<file path="src/stpdrv_pkg.sv">
// Constants, types and shared arithmetic of the step/direction driver control
package stpdrv_pkg;

  // Clock and timing
  localparam int CLK_HZ        = 25_000_000;
  localparam int CLK_NS        = 40;
  localparam int STEP_MAX_KHZ  = 200;
  localparam int STEP_MIN_CYC  = (CLK_HZ / 1000) / STEP_MAX_KHZ;
  localparam int STILL_TIME_US = 20_000;
  localparam int STILL_CYC     = STILL_TIME_US * (CLK_HZ / 1_000_000);

  // Protection thresholds, degrees C and tenths of a volt
  localparam logic [7:0] TRIP_C      = 8'h64;
  localparam logic [7:0] HYST_C      = 8'h0a;
  localparam logic [8:0] VSUP_MIN_DV = 9'h0c0;
  localparam logic [8:0] VSUP_MAX_DV = 9'h120;
  localparam logic [8:0] VHYST_DV    = 9'h00a;

  // Position in 1/256 microsteps over one revolution
  localparam logic [16:0] POS_MOD    = 17'h0_c800;
  localparam logic [7:0]  INC_HALF   = 8'h80;
  localparam logic [7:0]  INC_EIGHTH = 8'h20;
  localparam logic [7:0]  INC_FINE   = 8'h01;

  // Coil current scale: reduced is exactly 2/3 of nominal
  localparam logic [7:0] CUR_OFF   = 8'h00;
  localparam logic [7:0] CUR_RED   = 8'h60;
  localparam logic [7:0] CUR_NOM   = 8'h90;
  localparam logic [7:0] CUR_BOOST = 8'hc0;

  // Register map
  localparam logic [3:0] ADDR_STATUS = 4'h0;
  localparam logic [3:0] ADDR_MASK   = 4'h4;
  localparam logic [3:0] ADDR_STATE  = 4'h8;
  localparam logic [3:0] ADDR_STILL  = 4'hc;
  localparam int         EV_W        = 4;
  localparam int         EV_THERM    = 0;
  localparam int         EV_SUPPLY   = 1;
  localparam int         EV_STILL    = 2;
  localparam int         EV_RESTART  = 3;
  localparam logic [3:0] MASK_RST    = 4'h0;

  typedef enum logic [1:0] {ST_OFF, ST_RUN, ST_FAULT} stpdrv_state_t;

  // One microstep forward or back, wrapping at one revolution
  function automatic logic [15:0] stpdrv_pos_step(input logic [15:0] pos,
                                                  input logic [7:0]  inc,
                                                  input logic        ccw);
    logic [16:0] sum;
    sum = 17'h0_0000;
    if (!ccw) begin
      sum = {1'b0, pos} + {9'h000, inc};
      if (sum >= POS_MOD) begin
        sum = sum - POS_MOD;
      end
    end else if (pos >= {8'h00, inc}) begin
      sum = {1'b0, pos} - {9'h000, inc};
    end else begin
      sum = {1'b0, pos} + POS_MOD - {9'h000, inc};
    end
    return sum[15:0];
  endfunction

endpackage

</file>
<file path="src/stpdrv_evt_if.sv">
// Event and interrupt register link between control core and event block
`timescale 1ns/1ps
interface stpdrv_evt_if;
  import stpdrv_pkg::*;
  logic [EV_W-1:0] ev;
  logic            wr_status;
  logic            wr_mask;
  logic [EV_W-1:0] wdata;
  logic [EV_W-1:0] status;
  logic [EV_W-1:0] mask;
  logic            irq;
  modport ctrl (output ev, wr_status, wr_mask, wdata, input status, mask, irq);
  modport evt  (input ev, wr_status, wr_mask, wdata, output status, mask, irq);
endinterface

</file>
<file path="src/stpdrv_top.sv">
// Step/direction driver control: microstep position, coil current, protection
//
// How it works
// - One microstep per strobe rising edge only
// - Resolution input picks microstep size per version
// - Direction low clockwise, high counter-clockwise
// - Enable low switches coil current off
// - Boost high raises current above nominal
// - Resolution latched only while enable low
// - Standstill with boost low cuts current to two thirds
// - Every strobe up to 200 kHz processed
// - Over-temperature switches the driver off
// - Supply out of range switches driver off
// - Restart needs cleared fault and enable edge
// - Fault clears only past the hysteresis
//
// Local design decisions: the plain strobed port and the placing of the registers.
`timescale 1ns/1ps
module stpdrv_top #(
  parameter int STILL_CYC_P = stpdrv_pkg::STILL_CYC,
  parameter bit LOW_NOISE   = 1'b0
) (
  input  wire logic        i_clk,      // 25 MHz system clock
  input  wire logic        i_rst_n,    // Async reset, active low
  input  wire logic        i_step,     // Microstep strobe
  input  wire logic        i_dir,      // Direction, 1 = counter-clockwise
  input  wire logic        i_en,       // Power enable
  input  wire logic        i_boost,    // Torque boost
  input  wire logic        i_res_sel,  // Resolution select
  input  wire logic [7:0]  i_temp_c,   // Motor temperature, degrees C
  input  wire logic [8:0]  i_vsup_dv,  // Supply voltage, tenths of a volt
  input  wire logic [3:0]  i_addr,     // Register address
  input  wire logic [31:0] i_wdata,    // Register write data
  input  wire logic        i_wr,       // Write strobe
  input  wire logic        i_rd,       // Read strobe
  output logic      [31:0] o_rdata,    // Read data, cycle after strobe
  output logic             o_irq,      // Interrupt, level
  output logic             o_coil_on,  // Coil current enabled
  output logic      [7:0]  o_current,  // Coil current scale
  output logic      [15:0] o_position, // Microstep position, 1/256 units
  output logic             o_step_pulse, // One cycle per microstep taken
  output logic             o_shutdown  // Protective shutdown latched
);
  import stpdrv_pkg::*;

  // Synchronised inputs
  logic [4:0]  sync_q;
  logic        step_s;
  logic        dir_s;
  logic        en_s;
  logic        boost_s;
  logic        res_s;
  logic        step_d_reg;
  logic        en_d_reg;
  logic        step_rise;
  logic        en_rise;

  // Step path
  logic        res_reg;
  logic [7:0]  inc;
  logic [15:0] pos_next;
  logic        take_step;

  // Protection
  logic        therm_reg;
  logic        supply_reg;
  logic        temp_hot;
  logic        temp_ok;
  logic        volt_bad;
  logic        volt_ok;
  logic        fault;
  stpdrv_state_t state_reg;
  stpdrv_state_t state_next;

  // Standstill
  logic [23:0] still_lim_reg;
  logic [23:0] idle_cnt_reg;
  logic        still_reg;
  logic        still_next;
  logic [7:0]  cur_next;

  // Registers
  stpdrv_evt_if evt ();
  logic [31:0] rd_mux;
  logic [31:0] state_word;

  stpdrv_sync #(.W(5)) u_sync (
    .i_clk   (i_clk),
    .i_rst_n (i_rst_n),
    .i_d     ({i_step, i_dir, i_en, i_boost, i_res_sel}),
    .o_q     (sync_q)
  );

  assign {step_s, dir_s, en_s, boost_s, res_s} = sync_q;

  assign step_rise = step_s & ~step_d_reg;
  assign en_rise   = en_s & ~en_d_reg;

  // Increment per strobe in 1/256 microstep units
  assign inc = LOW_NOISE ? (res_reg ? INC_FINE : INC_EIGHTH)
                         : (res_reg ? INC_EIGHTH : INC_HALF);

  assign take_step = step_rise && (state_reg == ST_RUN);
  assign pos_next  = take_step ? stpdrv_pos_step(o_position, inc, dir_s)
                               : o_position;

  // Trip and release levels with hysteresis
  assign temp_hot = i_temp_c >= TRIP_C;
  assign temp_ok  = i_temp_c <= (TRIP_C - HYST_C);
  assign volt_bad = (i_vsup_dv < VSUP_MIN_DV) || (i_vsup_dv > VSUP_MAX_DV);
  assign volt_ok  = (i_vsup_dv >= (VSUP_MIN_DV + VHYST_DV))
                 && (i_vsup_dv <= (VSUP_MAX_DV - VHYST_DV));
  assign fault    = therm_reg | supply_reg;

  always_comb begin
    state_next = state_reg;
    case (state_reg)
      ST_OFF: begin
        if (fault) begin
          state_next = ST_FAULT;
        end else if (en_s) begin
          state_next = ST_RUN;
        end
      end
      ST_RUN: begin
        if (fault) begin
          state_next = ST_FAULT;
        end else if (!en_s) begin
          state_next = ST_OFF;
        end
      end
      ST_FAULT: begin
        if (!fault && en_rise) begin
          state_next = ST_RUN;
        end
      end
      default: begin
        state_next = ST_OFF;
      end
    endcase
  end

  // Standstill after the programmed idle time; a step cancels it at once
  assign still_next = take_step ? 1'b0
                              : (idle_cnt_reg >= still_lim_reg);

  assign cur_next = (state_next != ST_RUN) ? CUR_OFF
                  : boost_s                ? CUR_BOOST
                  : still_next             ? CUR_RED
                  :                          CUR_NOM;

  always_ff @(posedge i_clk or negedge i_rst_n) begin
    if (!i_rst_n) begin
      step_d_reg <= 1'b0;
      en_d_reg   <= 1'b0;
      res_reg    <= 1'b0;
      therm_reg  <= 1'b0;
      supply_reg <= 1'b0;
      state_reg  <= ST_OFF;
    end else begin
      step_d_reg <= step_s;
      en_d_reg   <= en_s;
      if (!en_s) begin
        res_reg <= res_s;
      end
      therm_reg  <= temp_hot | (therm_reg & ~temp_ok);
      supply_reg <= volt_bad | (supply_reg & ~volt_ok);
      state_reg  <= state_next;
    end
  end

  always_ff @(posedge i_clk or negedge i_rst_n) begin
    if (!i_rst_n) begin
      idle_cnt_reg <= 24'h00_0000;
      still_reg    <= 1'b0;
      o_position   <= 16'h0000;
      o_step_pulse <= 1'b0;
      o_coil_on    <= 1'b0;
      o_current    <= CUR_OFF;
      o_shutdown   <= 1'b0;
    end else begin
      if (take_step) begin
        idle_cnt_reg <= 24'h00_0000;
      end else if (idle_cnt_reg < still_lim_reg) begin
        idle_cnt_reg <= idle_cnt_reg + 24'h00_0001;
      end
      still_reg    <= still_next;
      o_position   <= pos_next;
      o_step_pulse <= take_step;
      o_coil_on    <= state_next == ST_RUN;
      o_current    <= cur_next;
      o_shutdown   <= state_next == ST_FAULT;
    end
  end

  // Register bus
  assign evt.ev[EV_THERM]   = temp_hot & ~therm_reg;
  assign evt.ev[EV_SUPPLY]  = volt_bad & ~supply_reg;
  assign evt.ev[EV_STILL]   = still_next & ~still_reg;
  assign evt.ev[EV_RESTART] = (state_reg == ST_FAULT) && (state_next == ST_RUN);
  assign evt.wr_status      = i_wr && (i_addr == ADDR_STATUS);
  assign evt.wr_mask        = i_wr && (i_addr == ADDR_MASK);
  assign evt.wdata          = i_wdata[EV_W-1:0];

  stpdrv_irq u_irq (
    .i_clk   (i_clk),
    .i_rst_n (i_rst_n),
    .bus     (evt)
  );

  assign state_word = {10'h000, supply_reg, therm_reg, res_reg, still_reg,
                       o_shutdown, o_coil_on, o_position};

  assign rd_mux = (i_addr == ADDR_STATUS) ? {28'h000_0000, evt.status}
                : (i_addr == ADDR_MASK)   ? {28'h000_0000, evt.mask}
                : (i_addr == ADDR_STATE)  ? state_word
                : (i_addr == ADDR_STILL)  ? {8'h00, still_lim_reg}
                :                           32'h0000_0000;

  always_ff @(posedge i_clk or negedge i_rst_n) begin
    if (!i_rst_n) begin
      still_lim_reg <= 24'(STILL_CYC_P);
      o_rdata       <= 32'h0000_0000;
      o_irq         <= 1'b0;
    end else begin
      if (i_wr && (i_addr == ADDR_STILL)) begin
        still_lim_reg <= i_wdata[23:0];
      end
      o_rdata <= i_rd ? rd_mux : 32'h0000_0000;
      o_irq   <= evt.irq;
    end
  end
endmodule

</file>
<file path="src/stpdrv_sync.sv">
// Two flip-flop synchroniser for the control inputs
`timescale 1ns/1ps
module stpdrv_sync #(
  parameter int W = 5
) (
  input  wire logic         i_clk,   // System clock
  input  wire logic         i_rst_n, // Async reset, active low
  input  wire logic [W-1:0] i_d,     // Asynchronous inputs
  output logic      [W-1:0] o_q      // Synchronised outputs
);
  logic [W-1:0] meta_reg;

  always_ff @(posedge i_clk or negedge i_rst_n) begin
    if (!i_rst_n) begin
      meta_reg <= '0;
      o_q      <= '0;
    end else begin
      meta_reg <= i_d;
      o_q      <= meta_reg;
    end
  end
endmodule

</file>
<file path="src/stpdrv_irq.sv">
// Sticky event status, mask and level interrupt
`timescale 1ns/1ps
module stpdrv_irq (
  input  wire logic   i_clk,   // System clock
  input  wire logic   i_rst_n, // Async reset, active low
  stpdrv_evt_if.evt   bus      // Events in, status out
);
  import stpdrv_pkg::*;

  logic [EV_W-1:0] status_reg;
  logic [EV_W-1:0] status_next;
  logic [EV_W-1:0] mask_reg;
  logic [EV_W-1:0] mask_next;
  logic            irq_reg;

  // Write one to clear; a new event in the same cycle wins
  assign status_next = (status_reg & ~(bus.wr_status ? bus.wdata : '0)) | bus.ev;
  assign mask_next   = bus.wr_mask ? bus.wdata : mask_reg;

  always_ff @(posedge i_clk or negedge i_rst_n) begin
    if (!i_rst_n) begin
      status_reg <= '0;
      mask_reg   <= MASK_RST;
      irq_reg    <= 1'b0;
    end else begin
      status_reg <= status_next;
      mask_reg   <= mask_next;
      irq_reg    <= |(status_next & mask_next);
    end
  end

  assign bus.status = status_reg;
  assign bus.mask   = mask_reg;
  assign bus.irq    = irq_reg;
endmodule

</file>
<file path="config.mk">
export PLATFORM = sky130hd
export DESIGN_NAME = stpdrv_top
export DESIGN_NICKNAME = d
export VERILOG_FILES = /design/src/stpdrv_pkg.sv /design/src/stpdrv_evt_if.sv /design/src/stpdrv_top.sv /design/src/stpdrv_sync.sv /design/src/stpdrv_irq.sv
export SDC_FILE = /design/constraint.sdc
export NUM_CORES = 1
export LEC_CHECK = 0
export BUFFER_PORTS_ARGS = -buffer_cell sky130_fd_sc_hd__buf_4
export CORE_ASPECT_RATIO = 0.5
export CORE_MARGIN = 2
export CORE_UTILIZATION = 30
export CTS_BUF_LIST = sky130_fd_sc_hd__clkbuf_4 sky130_fd_sc_hd__clkbuf_8
export DETAILED_ROUTE_END_ITERATION = 16
export GPL_TIMING_DRIVEN = 0
export HOLD_SLACK_MARGIN = 0.02
export PLACE_DENSITY = 0.48
export SLEW_MARGIN = 0
export SYNTH_ARGS = -nofsm -noshare
export SYNTH_HDL_FRONTEND = slang
export SYNTH_HIERARCHICAL = 1
export SYNTH_SLANG_ARGS = --single-unit
</file>
<file path="constraint.sdc">
create_clock -name i_clk -period 3.4 [get_ports i_clk]
set_clock_uncertainty 0.2 [all_clocks]
set_input_delay 0.34 -clock i_clk [delete_from_list [all_inputs] [get_ports i_clk]]
set_output_delay 0.34 -clock i_clk [all_outputs]
set_load 0.02 [all_outputs]
</file>
==> flow_metrics.py <==
metrics = {
    "synthesis": {
        "yosys-top-cells-count": "111 x dfrtp_1, 67 x nor2_1, 54 x inv_1",
        "synth_area_per_cell_um2": 10.0,
        "synth_area_mm2": 0.00695,
        "ys_ff_latch": 118,
        "ys.flop_type": "dfrtp_1",
        "synth_edf_count": 0,
        "postSynthCellCount": 693,
        "yosys_warnings": 6,
        "synth_area_leaders": "dfrtp_1 40%, ha_1 9.5%, mux2_2 4.9%, xnor2_1 3.7%, nor2_1 3.6%",
        "yosysTopAreaCellShare": 0.399,
        "synth_seq_area_share": 0.426,
        "synth_largest_area_cell": "dfrtp_1",
        "synth-async-reset-ratio": 1.00,
        "ys_types": 77,
        "yosysMostFrequentCell": "dfrtp_1",
    },
    "floorplan": {
        "dieHeight_um": 112,
        "pin_count": 122,
        "die_w_um": 219,
        "core_area_mm2": 0.0228,
        "die_area_mm2": 0.0245,
        "start_util": 0.305,
        "rows": 39,
    },
    "detailed_routing": {
        "postRouteWirelength_mm": 18.6,
        "wl_per_cell_um": 15.8,
        "route.vias.total": 5613,
        "first_pass_iters": 4,
        "drcViolationCount": 0,
        "vias_per_cell": 4.76,
        "dr.first_iter.drc_count": 282,
        "drtAntennaViolNets": 0,
    },
    "grt": {
        "antenna_found_initial": 0,
        "grt_pass1_vias": 5706,
        "grt_usage": 0.160,
        "grt_first_pass_wirelength_mm": 30.4,
        "grt_max_degree": 62,
        "overflow": 0,
    },
    "min_path": {
        "hold_class": "input port to register",
    },
    "timing": {
        "max_freq_mhz": 315,
        "grt_setup_unrepaired": "no",
        "setup_ws_ns": 0.222,
        "fin_crit_ns": 3.18,
        "slew-limit-headroom": 0.500,
        "final.period_utilization": 0.935,
        "worst-slew-pin-transition_ns": 0.750,
        "slew_viol_final": 0,
        "setup_viol": 0,
        "fin_tns_setup_ns": 0,
        "hold_violations": 0,
        "hold_ws_ns": 0.0514,
    },
    "worst_setup_path": {
        "timing.critical_path.buf_inv": 2,
        "critPathMostFrequentCell": "ha_1",
        "worstPathCellList": "inv_1, ha_1, buf_6, a31oi_2, nor2_1, xnor2_1, ha_1, nand3b_1, o21ai_2, mux2i_1, a221o_1",
        "crit_path_end_kind": "register",
        "worstPathRequired_ns": 3.53,
        "path_class": "register to register",
        "worst_path_max_delay_cell": "dfrtp_1",
        "crit_fanout": 9,
        "arrival_ns": 3.30,
        "cpPeakStageDelay_ns": 0.50,
        "crit_family": "compound AO/OA/AOI/OAI gates",
        "start_kind": "register",
    },
    "final_layout": {
        "final_cell_count_no_fill": 1179,
        "final_area_mm2": 0.00887,
        "drive_gt1_frac": 0.256,
        "finish.utilization": 0.389,
        "n_antenna_cell": 0,
        "final_nets": 977,
        "syn_to_final_growth_pct": 27.6,
    },
    "outcome": {
        "status": "finished clean",
    },
    "cts": {
        "cts.sinks": 118,
        "clock_latency_ns": 0.43,
        "clk_pin_slew_ns": 0.08,
        "cts_buffers": 17,
        "clockRootBuffer": "clkbuf_8",
        "cts_tree": "done",
        "ctsHtreeMaxLevel": 4,
        "clock_path_buffers": 2,
    },
    "power_and_ir_drop": {
        "p_leak_nw": 4.20,
        "power.density_mw_per_mm2": 417,
        "max-vdd-ir-drop_uv": 223,
        "total_power_mw": 3.70,
    },
    "placed_design": {
        "pre_cts_ws_ns": 0.0319,
        "port_buffers": 94,
        "dp.cells": 1111,
        "place_congestion": 0.857,
        "post_dp_cell_area_mm2": 0.00814,
        "hpwlAfterDp_mm": 14.3,
    },
    "job": {
        "cap_violations": 0,
    },
}
[cell families (layout without fill, tap and decap cells)]
family	Yosys count	count (layout)	synth area share
buf+inv	94	257	0.0626
simple gates	220	220	0.168
fa+ha+maj	55	55	0.101
other cells	1	17	0.000539
mux	49	49	0.0759
xor+xnor	33	33	0.0416
flops	118	118	0.426
compound gates	123	123	0.124
[cells in the final DEF (no fill, tap or decap), types with 3 or more instances in the layout]
cell type and instances:
or2_1 5, buf_4 114, o21ai_0 25, clkbuf_8 18, clkinvlp_4 7, xor2_1 4
nor3_1 12, or3_1 5, conb_1 17, ha_1 53, o221a_2 4, a22oi_1 4
dfrtp_1 110, xnor2_1 29, nand3b_1 3, nand2b_1 3, nand3_1 19, mux2i_1 19
dfstp_2 7, buf_2 6, nor4_2 6, a21o_1 6, o21ai_2 4, inv_1 54
mux2_2 30, a21oi_1 33, clkbuf_1 12, nor2b_1 7, or2_2 4, a31oi_1 7
and4_1 3, a21boi_0 5, nor2_1 67, and3_1 13, nor3b_1 4, dlygate4sd3_1 34
nand2_1 42, clkinv_2 3, nand4_1 12
[cell type report]
| cell class | instances | area (µm²) |
|---|---|---|
| multi-input combinational | 497 | 3630 |
| clock buffer | 19 | 255 |
| sequential | 118 | 2960 |
| fill | 2305 | 13900 |
| clock inverter | 12 | 106 |
| timing repair buffer | 132 | 1100 |
| tap | 307 | 384 |
| buffer | 39 | 229 |
| inverter | 55 | 206 |
[power by group]
part           leakage, nW  switching, mW  total [mW]  internal, mW
Combinational         2.52          0.427       0.813         0.386
Clock                0.165          0.593        1.19         0.596
Sequential            1.51          0.130        1.70          1.57
Total                 4.20           1.15        3.70          2.55
[per-layer routing]
metal  up-vias  track usage  share of wire
li1       2742            -              -
met1      2737        0.225           0.49
met2       115        0.249           0.45
met3        19       0.0361          0.043
met4         0       0.0423          0.016
met5         -            0              0
[worst paths after layout]
path                               startpoint                 end  slack, ns  cells after the start
setup / recovery                      res_reg      o_position[12]       0.22                     11
hold / removal                   i_vsup_dv[6]          supply_reg       0.05                      5
setup reg to reg                      res_reg      o_position[12]       0.22                     11
hold reg to reg            u_sync/meta_reg[2]       u_sync/o_q[2]       0.15                      0
max in group asynchronous             i_rst_n    still_lim_reg[8]       2.00                      3
min in group asynchronous             i_rst_n  u_sync/meta_reg[1]       0.23                      2
[repair_timing]
action                     CTS  global route
setup endpoints to repair    1             9
hold endpoints to repair    89             0
buffers inserted             0             3
pin swaps                    0             1
hold buffers                34             0
gates resized for setup      1             3
[worst min-delay path, cell delays in order]
cell and delay (ns):
buf_4 0.08, nor3b_1 0.05, nand2_1 0.05, nand2_1 0.06, o21ai_0 0.06
No activity file was read; power rests on OpenSTA's default activity.
